## src/include/can_gsf_regs.svh

```systemverilog
// Register addresses, bit positions and reset values of the CAN status block
`ifndef CAN_GSF_REGS_SVH
`define CAN_GSF_REGS_SVH
`define ADDR_GEN_INT_FLAGS  8'h9b
`define ADDR_GEN_STATUS     8'haa
`define BIT_SUMMARY_IT      7
`define BIT_TIMER_OVR       5
`define BIT_BUF_OVR         4
`define BIT_STUFF_ERR       3
`define BIT_CRC_ERR         2
`define BIT_FORM_ERR        1
`define BIT_ACK_ERR         0
`define BIT_OVERLOAD        6
`define BIT_TX_BUSY         4
`define BIT_RX_BUSY         3
`define BIT_ENABLED         2
`define BIT_BUS_OFF         1
`define BIT_ERR_PASSIVE     0
`define BIT_RSVD_FLAG       6
`define BIT_RSVD_HI         7
`define BIT_RSVD_MID        5
`define STICKY_MASK         8'h3f
`define RDATA_IDLE          8'h00
`define FLAGS_RST           8'h00
`define TIMER_MAX           16'hffff
`define TIMER_ZERO          16'h0000
`define ERR_PASSIVE_LVL     9'h080
`define BUS_OFF_LVL         9'h100
`endif
```

## src/include/can_gsf_pkg.sv

```systemverilog
// Types shared by the CAN general status and flag block
package can_gsf_pkg;
   typedef struct packed {
      logic overload_frame_active;
      logic tx_busy;
      logic rx_busy;
      logic enabled;
   } engine_state_s;
   typedef struct packed {
      logic stuff_err;
      logic crc_err;
      logic form_err;
      logic ack_err;
      logic buf_full;
   } frame_events_s;
   typedef struct packed {
      logic       wr;
      logic       rd;
      logic [7:0] addr;
      logic [7:0] wdata;
   } sfr_req_s;
endpackage : can_gsf_pkg

```

## src/design/can_general_status_and_flags.sv

```systemverilog
// CAN general status and general interrupt flag registers
`timescale 1ns/100ps
`default_nettype none
`include "can_gsf_regs.svh"

module can_general_status_and_flags
   import can_gsf_pkg::*;
#(
   parameter int TIMER_W   = 16,
   parameter int ERR_CNT_W = 8
)
(
   input  wire logic                 clk_sys,
   input  wire logic                 sys_rst,
   input  wire sfr_req_s             sfr_req,
   input  wire engine_state_s        engine,
   input  wire frame_events_s        events,
   input  wire logic [TIMER_W-1:0]   can_timer,
   input  wire logic [ERR_CNT_W-1:0] tx_err_count,
   input  wire logic [ERR_CNT_W-1:0] rx_err_count,
   input  wire logic          bus_off_state,
   input  wire logic          timer_interrupt_enable,
   input  wire logic          other_irq,
   output logic [7:0]         sfr_rdata,
   output logic               can_irq
);
   // --------------------------------------------------------------
   // Register declarations
   // --------------------------------------------------------------
   logic [7:0]         status_ff;
   logic [7:0]         flags_ff;
   logic [TIMER_W-1:0] timer_prev_ff;
   logic               can_irq_ff;
   logic [7:0]         sfr_rdata_ff;

   // --------------------------------------------------------------
   // Parameter limits
   // --------------------------------------------------------------
   // Wrap detection compares against fixed end points of the timer
   if (TIMER_W != $bits(`TIMER_MAX)) begin : g_bad_timer_w
      $error("timer width does not match the wrap end points");
   end
   // The passive threshold is one bit wider than the counters
   if (ERR_CNT_W + 1 != $bits(`ERR_PASSIVE_LVL)) begin : g_bad_cnt_w
      $error("error counter width does not match the threshold");
   end

   // --------------------------------------------------------------
   // Helpers
   // --------------------------------------------------------------
   function automatic logic addr_is(input logic [7:0] addr,
                                    input logic [7:0] reg_addr);
      return addr == reg_addr;
   endfunction : addr_is

   function automatic logic over_limit(input logic [ERR_CNT_W-1:0] cnt);
      return {1'b0, cnt} >= `ERR_PASSIVE_LVL;
   endfunction : over_limit

   wire         wr_flags = sfr_req.wr &&
                           addr_is(sfr_req.addr, `ADDR_GEN_INT_FLAGS);
   wire         timer_wrap = (timer_prev_ff == `TIMER_MAX) &&
                             (can_timer == `TIMER_ZERO);
   // Error passive from counters; bus-off is latched by the engine
   wire         passive = over_limit(tx_err_count) ||
                          over_limit(rx_err_count);
   wire         bus_off_flag = bus_off_state;
   // --------------------------------------------------------------
   // Flag next values: writing zero clears, set beats clear
   // --------------------------------------------------------------
   wire [7:0]   set_vec;
   assign set_vec[`BIT_SUMMARY_IT] = 1'b0;
   assign set_vec[`BIT_RSVD_FLAG]  = 1'b0;
   assign set_vec[`BIT_TIMER_OVR]  = timer_wrap;
   assign set_vec[`BIT_BUF_OVR]    = events.buf_full;
   assign set_vec[`BIT_STUFF_ERR]  = events.stuff_err;
   assign set_vec[`BIT_CRC_ERR]    = events.crc_err;
   assign set_vec[`BIT_FORM_ERR]   = events.form_err;
   assign set_vec[`BIT_ACK_ERR]    = events.ack_err;
   wire [7:0]   keep_vec = wr_flags ? (flags_ff & sfr_req.wdata)
                                    : flags_ff;
   wire [7:0]   sticky = (keep_vec | set_vec) & `STICKY_MASK;
   wire         irq_req = (sticky[`BIT_TIMER_OVR] &
                           timer_interrupt_enable)
                        | (|sticky[`BIT_BUF_OVR:`BIT_ACK_ERR])
                        | other_irq;
   wire [7:0]   nxt_flags = {irq_req, 1'b0,
                             sticky[`BIT_TIMER_OVR:`BIT_ACK_ERR]};
   wire [7:0]   nxt_status = {1'b0, engine.overload_frame_active,
                              1'b0, engine.tx_busy,
                              engine.rx_busy,
                              engine.enabled,
                              bus_off_flag, passive & ~bus_off_flag};
   wire [7:0]   nxt_rdata =
      addr_is(sfr_req.addr, `ADDR_GEN_INT_FLAGS) ? flags_ff :
      addr_is(sfr_req.addr, `ADDR_GEN_STATUS)    ? status_ff : `RDATA_IDLE;
   // --------------------------------------------------------------
   // Registers
   // --------------------------------------------------------------
   always_ff @(posedge clk_sys) begin
      if (sys_rst) begin
         flags_ff      <= `FLAGS_RST;
         status_ff     <= `FLAGS_RST;
         timer_prev_ff <= `TIMER_ZERO;
         can_irq_ff    <= 1'b0;
         sfr_rdata_ff  <= `RDATA_IDLE;
      end else begin
         flags_ff      <= nxt_flags;
         status_ff     <= nxt_status;
         timer_prev_ff <= can_timer;
         can_irq_ff    <= irq_req;
         sfr_rdata_ff  <= nxt_rdata;
      end
   end
   assign sfr_rdata = sfr_rdata_ff;
   assign can_irq   = can_irq_ff;
   // --------------------------------------------------------------
   // Checks
   // --------------------------------------------------------------
   // Flags: timer overrun and the summary image

   timer_wrap_set_a: assert property (
      @(posedge clk_sys) disable iff (sys_rst)
      timer_wrap |=> flags_ff[`BIT_TIMER_OVR])
      else $error("timer overrun not set on wrap");

   timer_irq_a: assert property (
      @(posedge clk_sys) disable iff (sys_rst)
      flags_ff[`BIT_TIMER_OVR] && timer_interrupt_enable && !wr_flags
      |=> can_irq)
      else $error("timer overrun did not raise interrupt");

   summary_ro_a: assert property (
      @(posedge clk_sys) disable iff (sys_rst)
      flags_ff[`BIT_SUMMARY_IT] == can_irq)
      else $error("summary flag differs from interrupt");

   // A write of one to the summary bit must not be able to set it
   summary_src_a: assert property (
      @(posedge clk_sys) disable iff (sys_rst)
      flags_ff[`BIT_SUMMARY_IT]
      |-> $past(other_irq) ||
          (|flags_ff[`BIT_BUF_OVR:`BIT_ACK_ERR]) ||
          (flags_ff[`BIT_TIMER_OVR] && $past(timer_interrupt_enable)))
      else $error("summary flag set without a source");

   summary_set_a: assert property (
      @(posedge clk_sys) disable iff (sys_rst)
      other_irq |=> flags_ff[`BIT_SUMMARY_IT] && can_irq)
      else $error("summary flag misses a request");

   // Flags: receive buffer and frame errors

   buf_sticky_a: assert property (
      @(posedge clk_sys) disable iff (sys_rst)
      flags_ff[`BIT_BUF_OVR] && !wr_flags |=> flags_ff[`BIT_BUF_OVR])
      else $error("buffer overrun flag lost");

   buf_set_a: assert property (
      @(posedge clk_sys) disable iff (sys_rst)
      events.buf_full |=> flags_ff[`BIT_BUF_OVR] && can_irq)
      else $error("buffer overrun not flagged");

   // Hardware set and software clear in one cycle: the set wins
   set_wins_a: assert property (
      @(posedge clk_sys) disable iff (sys_rst)
      events.buf_full && wr_flags && !sfr_req.wdata[`BIT_BUF_OVR]
      |=> flags_ff[`BIT_BUF_OVR])
      else $error("clear beat a buffer overrun");

   form_set_a: assert property (
      @(posedge clk_sys) disable iff (sys_rst)
      events.form_err |=> flags_ff[`BIT_FORM_ERR] && can_irq)
      else $error("form error not flagged");

   err_set_a: assert property (
      @(posedge clk_sys) disable iff (sys_rst)
      events.stuff_err || events.crc_err || events.ack_err
      |=> |flags_ff[`BIT_STUFF_ERR:`BIT_ACK_ERR])
      else $error("frame error not flagged");

   stuff_set_a: assert property (
      @(posedge clk_sys) disable iff (sys_rst)
      events.stuff_err |=> flags_ff[`BIT_STUFF_ERR])
      else $error("stuff error not flagged");

   crc_set_a: assert property (
      @(posedge clk_sys) disable iff (sys_rst)
      events.crc_err |=> flags_ff[`BIT_CRC_ERR])
      else $error("crc error not flagged");

   ack_set_a: assert property (
      @(posedge clk_sys) disable iff (sys_rst)
      events.ack_err |=> flags_ff[`BIT_ACK_ERR])
      else $error("ack error not flagged");

   // Status: engine levels and fault confinement

   tx_busy_a: assert property (
      @(posedge clk_sys) disable iff (sys_rst)
      engine.tx_busy |=> status_ff[`BIT_TX_BUSY])
      else $error("transmit busy not shown");

   rx_busy_a: assert property (
      @(posedge clk_sys) disable iff (sys_rst)
      engine.rx_busy |=> status_ff[`BIT_RX_BUSY])
      else $error("receive busy not shown");

   enabled_a: assert property (
      @(posedge clk_sys) disable iff (sys_rst)
      engine.enabled |=> status_ff[`BIT_ENABLED])
      else $error("enabled state not shown");

   ovl_flag_a: assert property (
      @(posedge clk_sys) disable iff (sys_rst)
      engine.overload_frame_active |=> status_ff[`BIT_OVERLOAD])
      else $error("overload flag not shown");

   confine_a: assert property (
      @(posedge clk_sys) disable iff (sys_rst)
      bus_off_state |=> status_ff[`BIT_BUS_OFF]
                        && !status_ff[`BIT_ERR_PASSIVE])
      else $error("bus off state wrong");

   passive_a: assert property (
      @(posedge clk_sys) disable iff (sys_rst)
      !bus_off_state && over_limit(tx_err_count)
      |=> status_ff[`BIT_ERR_PASSIVE])
      else $error("error passive state not shown");

   // Reserved positions read zero so software sees a stable value
   rsvd_zero_a: assert property (
      @(posedge clk_sys) disable iff (sys_rst)
      !status_ff[`BIT_RSVD_HI] && !status_ff[`BIT_RSVD_MID] &&
      !flags_ff[`BIT_RSVD_FLAG])
      else $error("reserved bit reads one");

   unmapped_rd_a: assert property (
      @(posedge clk_sys) disable iff (sys_rst)
      !addr_is(sfr_req.addr, `ADDR_GEN_INT_FLAGS) &&
      !addr_is(sfr_req.addr, `ADDR_GEN_STATUS)
      |=> sfr_rdata == `RDATA_IDLE)
      else $error("unmapped read not idle");
endmodule : can_general_status_and_flags
`default_nettype wire

```

## config.mk

```make
export PLATFORM = sky130hd
export DESIGN_NAME = can_general_status_and_flags
export DESIGN_NICKNAME = d
export VERILOG_FILES = /design/src/include/can_gsf_pkg.sv /design/src/design/can_general_status_and_flags.sv
export VERILOG_INCLUDE_DIRS = /design/src /design/src/include
export SDC_FILE = /design/constraint.sdc
export NUM_CORES = 1
export LEC_CHECK = 0
export BUFFER_PORTS_ARGS = -buffer_cell sky130_fd_sc_hd__buf_4
export CORE_MARGIN = 4
export CORE_UTILIZATION = 40
export CTS_CLUSTER_DIAMETER = 200
export DETAILED_ROUTE_END_ITERATION = 6
export PLACE_DENSITY = 0.74
export SYNTH_ARGS = -nofsm -noshare
export SYNTH_HDL_FRONTEND = slang
export SYNTH_SLANG_ARGS = --single-unit
```

## constraint.sdc

```tcl
create_clock -name clk_sys -period 2.32 [get_ports clk_sys]
set_clock_uncertainty 0.15 [all_clocks]
set_input_delay 0.58 -clock clk_sys [delete_from_list [all_inputs] [get_ports clk_sys]]
set_output_delay 0.58 -clock clk_sys [all_outputs]
set_load 0.02 [all_outputs]
```

==> results of run 1 <==
## worst max-delay path by stage
stage	startpoint	to	slack, ns	depth (start not counted)
after floorplan	sfr_req[14]	flags_ff[7]	0.54	5
after global placement	sfr_req[14]	flags_ff[7]	0.24	5
after CTS	sfr_req[14]	flags_ff[7]	0.58	5
after detailed placement	sfr_req[14]	flags_ff[7]	0.19	5
after global routing	sfr_req[14]	flags_ff[7]	0.42	5
final	sfr_req[14]	flags_ff[7]	0.57	5
## state kept, by name (all words and copies together), names as in the netlist
register	count
status_ff	6
flags_ff	7
sfr_rdata	8
timer_prev_ff	16
## power groups by stage
stage | clock, mW | combinational (mW) | sequential, mW
finish | 0.461 | 0.114 | 0.671
global route | 0.504 | 0.126 | 0.675
CTS | 0.480 | 0.116 | 0.672
detailed placement | 0 | 0.116 | 0.687
global placement | 0 | 0.112 | 0.685
floorplan | 0 | 0.0413 | 0.685
## per-stage QoR
step                      std cells  power (mW)  instance area [sq um]  setup WS (ns)
after floorplan                 120      0.7265                   1292         0.5416
after global placement          213      0.7979                   1727         0.2409
after detailed placement        213      0.8022                   1727         0.1858
after CTS                       221       1.268                   1815         0.5767
after global routing            221       1.304                   1815         0.4225
final                           221       1.247                   1815         0.5685
## cell usage after synthesis, drive strengths merged
cell / instances
dfxtp: 37
nor2b: 26
nor2: 8
a31oi: 6
nor4: 6
a22o: 5
clkbuf: 4
nand4: 4
nor3b: 4
and2: 3
buf: 2
nand2: 2
nand3: 2
a2111oi: 1
a21oi: 1
a22oi: 1
and3: 1
and4: 1
and4b: 1
and4bb: 1
nand4b: 1
nor3: 1
nor4b: 1
nor4bb: 1
## kinds of logic (layout without fill, tap and decap cells)
family | Yosys count | in the layout | share of synthesized area
compound gates | 14 | 14 | 0.08422
buf+inv | 6 | 63 | 0.02614
simple gates | 63 | 63 | 0.3166
flops | 37 | 37 | 0.5731
## layer usage
metal  wire (um)  global-route usage
met1        1066              0.1433
met2        1316              0.2324
met3         325             0.07972
met4          53             0.06332
met5           0                   0
## area by class of cell
cell class	count	area, sq um
clock buffers	6	51.30
clock inverters	2	37.54
fillers	268	1262
multi-input cells	77	518.0
flip-flops and latches	37	740.7
well taps	44	55.05
repair buffers	55	412.9
==> summary.txt, run 1 <==
Drt
  – Vias: 1063
  – Wire length per cell: 12.49 um
  – Drt first pass iters: 4
  – Post-route ant nets: 0
  – Drt first-iter violations: 29
  – WL final: 2.760 mm
  – Via density: 4.810
  – DRC viols: 0

Clock network
  – Register clock-pin slew on the reported worst setup and hold paths: 0.11 ns
  – PostCTS Resize Cnt: 0
  – Clock sinks: 37
  – H-tree Lvls: 2
  – Worst-skew pair later-pin latency: 0.34 ns
  – CTS max path bufs: 2
  – CTS Buf Count: 5
  – Post-CTS setup buffers: 0
  – Post-CTS Hold Fix Bufs: 0
  – CTS root buf: clkbuf_4
  – CTS tree: yes

Worst setup path
  – FF-to-FF setup slack: 0.98 ns
  – CP Data Arrival Time: 1.82 ns
  – Critical-path cell list: buf_4 > and4bb_1 > nand4b_4 > a2111oi_2 > a31oi_1
  – Capturing point of the worst reg2reg path: flags_ff[7]
  – CP delay by family, top: simple AND/OR/NAND/NOR gates
  – Element type at the critical path end: flop
  – Setup CP Type: input pin to flop
  – Critical path peak fanout: 8
  – Worst Reg-to-Reg Cells: 4
  – Crit-path max cell delay: 0.47 ns
  – CP required: 2.39 ns
  – Startpoint Class: input pin
  – Reg2reg start: timer_prev_ff[2]
  – Slowest CP cell: and4bb_1
  – CP Buf/Inv Count: 1

Power and ir drop
  – Sequential share of power: 0.539
  – Worst vdd ir: 257.2 uV
  – Net Sw Frac: 0.2048
  – Clock share of power: 0.370
  – Comb pwr share: 0.092
  – Pleak: 0.7843 nW
  – PD cells: 686.7 mW/mm^2
  – Int Power: 0.9914 mW
  – Total net switching power: 0.2553 mW

STA
  – Tightest Pin Transition: 0.3463 ns
  – Hold Slack: 0.2415 ns
  – Unrepaired setup endpoints after global routing: false
  – Min Tclk post-route: 1.751 ns
  – Hold Vio Cnt, Final: 0
  – Setup_tns: 0 ns
  – Fmax: 570.9 MHz
  – Final slew viol count: 0
  – Fin crit share: 0.7549
  – Final setup fails: 0
  – Slew HR: 0.7670

Floorplanning
  – Die width: 64.85 um
  – Row cnt: 20
  – Initial Util: 0.4199
  – Core area: 0.003078 sq mm
  – Die Y: 64.85 um
  – Die area: 0.004205 sq mm
  – Io pins: 73

Synthesis
  – Synth top area share: 0.5731
  – Seq cells post-synth: 37
  – Post-Syn Area per Cell: 10.77 sq um
  – Synth area leader: dfxtp_1
  – Synth warnings: 0
  – Synth cell types: 26
  – Post-synthesis sequential area ratio: 0.5731
  – Cells after Synth: 120
  – Syn nets: 184
  – Mapped Area: 0.001292 sq mm
  – Top cells by area, synth: dfxtp_1 (57%), nor2b_1 (13%), a22o_1 (3.4%)

Cells and area
  – Synth-to-Final Area Change: 40.46%
  – Commonest cells after routing, fill and taps aside: buf_4 (55), dfxtp_1 (37), nor2b_1 (26)
  – Finished Core Util: 0.5898
  – Layout cells sized above 1: 0.3729
  – # diodes: 0
  – Leading cell type in the layout, fill and taps excluded: buf_4
  – Nets@finish: 240

GRT
  – Initial antenna violation count: 0
  – Vias in the first global route: 1059
  – GRT Resource Usage Total: 0.1406
  – First-pass GRT wire length: 4.485 mm
  – Total gr overflow: 0
  – Largest net degree at the start of global routing: 32

Place
  – GPL Wtd Cong: 0.7786
  – Final HPWL DP: 2.213 mm
  – Port Buf Inserts: 55

Worst hold path
  – WHS Endpoint: status_ff[0]
  – Hold Path Depth: 2
  – Worst hold start: bus_off_state
  – Worst min path class: input pin to flop

Outcome
  – Status: finished clean

Run
  – Max cap viols: 0
(Power assumes the default switching activity.)
==> run 2: changes to the inputs <==
==> constraint.sdc (replaced) <==
create_clock -name clk_sys -period 1.71 [get_ports clk_sys]
set_clock_uncertainty 0.15 [all_clocks]
set_input_delay 0.4275 -clock clk_sys [delete_from_list [all_inputs] [get_ports clk_sys]]
set_output_delay 0.4275 -clock clk_sys [all_outputs]
set_load 0.02 [all_outputs]
==> summary.txt, run 2 (synthesis gave the netlist of run 1 again) <==
GRT
  – Total gr overflow: 0 (unchanged)
  – Largest net degree at the start of global routing: 17 (was 32)
  – Vias in the first global route: 1032 (was 1059)
  – Initial antenna violation count: 0 (unchanged)
  – First-pass GRT wire length: 4.278 mm (was 4.485 mm)
  – GRT Resource Usage Total: 0.1382 (was 0.1406)

Worst setup path
  – Crit-path max cell delay: 0.41 ns (was 0.47 ns)
  – Setup CP Type: input pin to flop (unchanged)
  – FF-to-FF setup slack: 0.38 ns (was 0.98 ns)
  – Critical-path cell list: buf_4 > and4bb_1 > buf_4 > nand4b_4 > a2111oi_2 > a31oi_1 (was buf_4 > and4bb_1 > nand4b_4 > a2111oi_2 > a31oi_1)
  – Capturing point of the worst reg2reg path: flags_ff[7] (unchanged)
  – Slowest CP cell: a2111oi_2 (was and4bb_1)
  – CP Buf/Inv Count: 2 (was 1)
  – Critical path peak fanout: 8 (unchanged)
  – Element type at the critical path end: flop (unchanged)
  – CP delay by family, top: compound AO/OA/AOI/OAI gates (was simple AND/OR/NAND/NOR gates)
  – Reg2reg start: timer_prev_ff[2] (unchanged)
  – Startpoint Class: input pin (unchanged)
  – Critical Path Most Common Cell: buf_4
  – CP Data Arrival Time: 1.61 ns (was 1.82 ns)
  – CP required: 1.78 ns (was 2.39 ns)
  – Worst Reg-to-Reg Cells: 4 (unchanged)

Floorplanning
  – Io pins: 73 (unchanged)
  – Initial Util: 0.4199 (unchanged)
  – Die Y: 64.85 um (unchanged)
  – Die area: 0.004205 sq mm (unchanged)
  – Die width: 64.85 um (unchanged)
  – Core area: 0.003078 sq mm (unchanged)
  – Row cnt: 20 (unchanged)

Place
  – Port Buf Inserts: 55 (unchanged)
  – Final HPWL DP: 2.235 mm (was 2.213 mm)
  – Placed insts: 217 (was 213)
  – Pre-CTS WS: -0.1923 ns (was 0.1858 ns)
  – Post-DP Area: 0.001757 sq mm (was 0.001727 sq mm)
  – GPL Wtd Cong: 0.7726 (was 0.7786)

Cells and area
  – Max FFs per register: 16 (unchanged)
  – Nets@finish: 244 (was 240)
  – # diodes: 0 (unchanged)
  – Layout cells sized above 1: 0.3867 (was 0.3729)
  – Non-Filler Instances: 225 (was 221)
  – Leading cell type in the layout, fill and taps excluded: buf_4 (unchanged)
  – Biggest register: timer_prev_ff (unchanged)
  – Commonest cells after routing, fill and taps aside: buf_4 (59), dfxtp_1 (37), nor2b_1 (26) (was buf_4 (55), dfxtp_1 (37), nor2b_1 (26))
  – Synth-to-Final Area Change: 40.17% (was 40.46%)
  – Post-route design area: 0.001812 sq mm (was 0.001815 sq mm)

Clock network
  – Post-CTS Hold Fix Bufs: 0 (unchanged)
  – Post-CTS setup buffers: 0 (unchanged)
  – Register clock-pin slew on the reported worst setup and hold paths: 0.11 ns (about the same)
  – PostCTS Resize Cnt: 0 (unchanged)
  – Clock sinks: 37 (unchanged)
  – CTS Buf Count: 5 (unchanged)
  – Worst-skew pair later-pin latency: 0.34 ns (about the same)
  – H-tree Lvls: 2 (unchanged)
  – CTS max path bufs: 2 (unchanged)
  – CTS root buf: clkbuf_4 (unchanged)
  – CTS tree: yes (unchanged)

Worst hold path
  – Hold Path Depth: 2 (unchanged)
  – Worst min path class: input pin to flop (unchanged)
  – WHS Endpoint: status_ff[0] (unchanged)
  – Worst hold start: bus_off_state (unchanged)

STA
  – Slew HR: 0.7582 (was 0.7670)
  – Hold Vio Cnt, Final: 0 (unchanged)
  – Fin worst setup slack: 0.1645 ns (was 0.5685 ns)
  – Tightest Pin Transition: 0.3593 ns (was 0.3463 ns)
  – Fmax: 647.0 MHz
  – Unrepaired setup endpoints after global routing: false (unchanged)
  – Final slew viol count: 0 (unchanged)
  – Min Tclk post-route: 1.546 ns
  – Fin crit share: 0.9038
  – Final setup fails: 0 (unchanged)
  – Setup_tns: 0 ns (unchanged)

Drt
  – Drt first pass iters: 5 (was 4)
  – Via density: 4.773 (was 4.810)
  – Vias: 1074 (was 1063)
  – WL final: 2.760 mm (unchanged)
  – Drt first-iter violations: 20 (was 29)
  – Wire length per cell: 12.27 um (was 12.49 um)
  – Post-route ant nets: 0 (unchanged)
  – DRC viols: 0 (unchanged)

Power and ir drop
  – Worst vdd ir: 502.3 uV (was 257.2 uV)
  – Pleak: 0.7911 nW (was 0.7843 nW)
  – PD cells: 827.0 mW/mm^2 (was 686.7 mW/mm^2)

Run
  – Max cap viols: 0 (unchanged)

Outcome
  – Status: finished clean (unchanged)
run 2: how the worst max path moves through the flow:
stage / cells past startpoint / startpoint / end / slack (ns)
6_report: 6 / sfr_req[14] / flags_ff[7] / 0.16
5_1_grt: 6 / sfr_req[14] / flags_ff[7] / 0.10
4_1_cts: 6 / sfr_req[14] / flags_ff[7] / 0.18
3_5_place_dp: 6 / sfr_req[14] / flags_ff[7] / -0.19
3_3_place_gp: 6 / sfr_req[14] / flags_ff[7] / -0.12
2_1_floorplan: 5 / sfr_req[14] / flags_ff[7] / 0.08
run 2: final cells by class:
class	count	area (sq um)
fillers	285	1266
flip-flops and latches	37	740.7
multi-input cells	77	518.0
repair buffers	59	442.9
well taps	44	55.05
clock buffers	5	37.54
clock inverters	3	17.52
run 2: per-layer routing:
metal  wire length [um]  global-route usage
met2               1331              0.2401
met1               1064              0.1373
met4                 47             0.07124
met3                316             0.06239
met5                  0                   0
run 2: per-stage QoR:
| step | total power [mW] | util | hold WS (ns) |
|---|---|---|---|
| detailed placement | 1.094 | 0.5707 | 0.2737 |
| finish | 1.498 | 0.5886 | 0.09032 |
| global route | 1.579 | 0.5886 | 0.07220 |
| CTS | 1.517 | 0.5886 | 0.07750 |
| global placement | 1.087 | 0.5707 | 0.2610 |
| floorplan | 0.9857 | - | 0.2557 |
run 2: report_power, final:
part / total [mW] / internal [mW] / switching (mW)
sequential: 0.911 / 0.899 / 0.0124
clock: 0.426 / 0.155 / 0.272
combinational: 0.161 / 0.104 / 0.0572
total: 1.50 / 1.16 / 0.341
==> run 3: changes to the inputs <==
==> constraint.sdc (replaced) <==
create_clock -name clk_sys -period 1.81 [get_ports clk_sys]
set_clock_uncertainty 0.15 [all_clocks]
set_input_delay 0.4525 -clock clk_sys [delete_from_list [all_inputs] [get_ports clk_sys]]
set_output_delay 0.4525 -clock clk_sys [all_outputs]
set_load 0.02 [all_outputs]
==> summary.txt, run 3 (synthesis gave the netlist of run 1 again) <==
Outcome
  – Status: finished clean (unchanged)

Cells and area
  – Leading cell type in the layout, fill and taps excluded: buf_4 (unchanged)
  – Layout cells sized above 1: 0.3778 (was 0.3867)
  – # diodes: 0 (unchanged)
  – Max FFs per register: 16 (unchanged)
  – Non-Filler Instances: 224 (was 225)
  – Biggest register: timer_prev_ff (unchanged)
  – Post-route design area: 0.001800 sq mm (was 0.001812 sq mm)
  – Synth-to-Final Area Change: 39.30% (was 40.17%)
  – Commonest cells after routing, fill and taps aside: buf_4 (58), dfxtp_1 (37), nor2b_1 (26) (was buf_4 (59), dfxtp_1 (37), nor2b_1 (26))
  – Nets@finish: 243 (was 244)

Place
  – Final HPWL DP: 2.175 mm (was 2.235 mm)
  – Port Buf Inserts: 55 (unchanged)
  – Pre-CTS WS: -0.05783 ns (was -0.1923 ns)
  – Placed insts: 216 (was 217)
  – Post-DP Area: 0.001749 sq mm (was 0.001757 sq mm)
  – GPL Wtd Cong: 0.7712 (was 0.7726)

STA
  – Fin worst setup slack: 0.3149 ns (was 0.1645 ns)
  – Fmax: 668.9 MHz
  – Hold Vio Cnt, Final: 0 (unchanged)
  – Min Tclk post-route: 1.495 ns
  – Slew HR: 0.7650 (was 0.7582)
  – Fin crit share: 0.8260
  – Tightest Pin Transition: 0.3493 ns (was 0.3593 ns)
  – Final slew viol count: 0 (unchanged)
  – Unrepaired setup endpoints after global routing: false (unchanged)
  – Final setup fails: 0 (unchanged)

Worst setup path
  – CP Data Arrival Time: 1.56 ns (was 1.61 ns)
  – Setup CP Type: input pin to flop (unchanged)
  – Capturing point of the worst reg2reg path: flags_ff[7] (unchanged)
  – CP required: 1.88 ns (was 1.78 ns)
  – Worst Reg-to-Reg Cells: 4 (unchanged)
  – FF-to-FF setup slack: 0.50 ns (was 0.38 ns)
  – Element type at the critical path end: flop (unchanged)
  – Critical path peak fanout: 8 (unchanged)
  – Startpoint Class: input pin (unchanged)
  – Reg2reg start: timer_prev_ff[3] (was timer_prev_ff[2])

GRT
  – Largest net degree at the start of global routing: 19 (was 17)
  – Total gr overflow: 0 (unchanged)
  – GRT Resource Usage Total: 0.1385 (was 0.1382)
  – Initial antenna violation count: 0 (unchanged)
  – Vias in the first global route: 1082 (was 1032)
  – First-pass GRT wire length: 4.367 mm (was 4.278 mm)

Clock network
  – CTS tree: yes (unchanged)
  – Post-CTS setup buffers: 0 (unchanged)
  – CTS root buf: clkbuf_4 (unchanged)
  – Post-CTS Hold Fix Bufs: 0 (unchanged)
  – Register clock-pin slew on the reported worst setup and hold paths: 0.10 ns (was 0.11 ns)
  – Clock sinks: 37 (unchanged)
  – PostCTS Resize Cnt: 0 (unchanged)
  – H-tree Lvls: 2 (unchanged)
  – CTS Buf Count: 5 (unchanged)
  – CTS max path bufs: 2 (unchanged)
  – Worst-skew pair later-pin latency: 0.33 ns (was 0.34 ns)

Floorplanning
  – Die area: 0.004205 sq mm (unchanged)
  – Die Y: 64.85 um (unchanged)
  – Core area: 0.003078 sq mm (unchanged)
  – Initial Util: 0.4199 (unchanged)
  – Io pins: 73 (unchanged)
  – Row cnt: 20 (unchanged)
  – Die width: 64.85 um (unchanged)

Drt
  – Via density: 4.826 (was 4.773)
  – Post-route ant nets: 0 (unchanged)
  – WL final: 2.691 mm (was 2.760 mm)
  – Wire length per cell: 12.01 um (was 12.27 um)
  – Drt first-iter violations: 44 (was 20)
  – Drt first pass iters: 4 (was 5)
  – Vias: 1081 (was 1074)
  – DRC viols: 0 (unchanged)

Power and ir drop
  – Pleak: 0.7874 nW (was 0.7911 nW)
  – PD cells: 780.5 mW/mm^2 (was 827.0 mW/mm^2)
  – Total power: 1.405 mW (was 1.498 mW)
  – Worst vdd ir: 425.8 uV (was 502.3 uV)

Worst hold path
  – Hold Path Depth: 2 (unchanged)
  – Worst hold start: bus_off_state (unchanged)
  – Worst min path class: input pin to flop (unchanged)
  – WHS Endpoint: status_ff[0] (unchanged)

Run
  – Max cap viols: 0 (unchanged)
[run 3: cell types whose count changed in the layout (fill, tap and decap cells not counted), sizes merged]
cell / delta
buf: -1
clkbuf: +1
clkinvlp: -1
[run 3: layout make-up]
class	count	area, sq um
tap	44	55.05
clock inverter	2	10.01
clock buffer	6	41.29
fill	281	1277
timing repair buffer	58	435.4
sequential	37	740.7
multi-input combinational	77	518.0
[run 3: layer usage]
layer	global-route usage	wire length (um)	vias to the layer above
li1	-	-	543
met4	0.08707	40	0
met1	0.1395	1060	488
met3	0.06586	326	5
met2	0.2286	1263	45
met5	0	0	-
[run 3: worst max-delay path by stage]
stage	startpoint	end	slack (ns)	cells past startpoint
floorplan	sfr_req[14]	flags_ff[7]	0.16	5
global placement	sfr_req[14]	flags_ff[7]	-0.04	6
detailed placement	sfr_req[10]	flags_ff[7]	-0.06	6
CTS	sfr_req[10]	flags_ff[7]	0.33	6
global route	sfr_req[10]	flags_ff[7]	0.23	6
finish	sfr_req[10]	flags_ff[7]	0.31	6
[run 3: metrics by stage]
| step | setup TNS (ns) | utilization | hold slack, ns |
|---|---|---|---|
| finish | 0 | 0.5850 | 0.1203 |
| floorplan | 0 | - | 0.2557 |
| global placement | -0.04238 | 0.5683 | 0.2610 |
| global route | 0 | 0.5850 | 0.1007 |
| CTS | 0 | 0.5850 | 0.1011 |
| detailed placement | -0.05783 | 0.5683 | 0.2737 |
[run 3: report_power, final]
group | switching, mW | internal (mW) | total [mW]
Clock | 0.247 | 0.148 | 0.395
Sequential | 0.0114 | 0.849 | 0.860
Combinational | 0.0532 | 0.0963 | 0.150
[run 3: critical path: stages]
cell       delay, ns
buf_4           0.11
and4b_1         0.24
buf_4           0.17
nand4b_4        0.11
a2111oi_2       0.35
a31oi_1         0.12
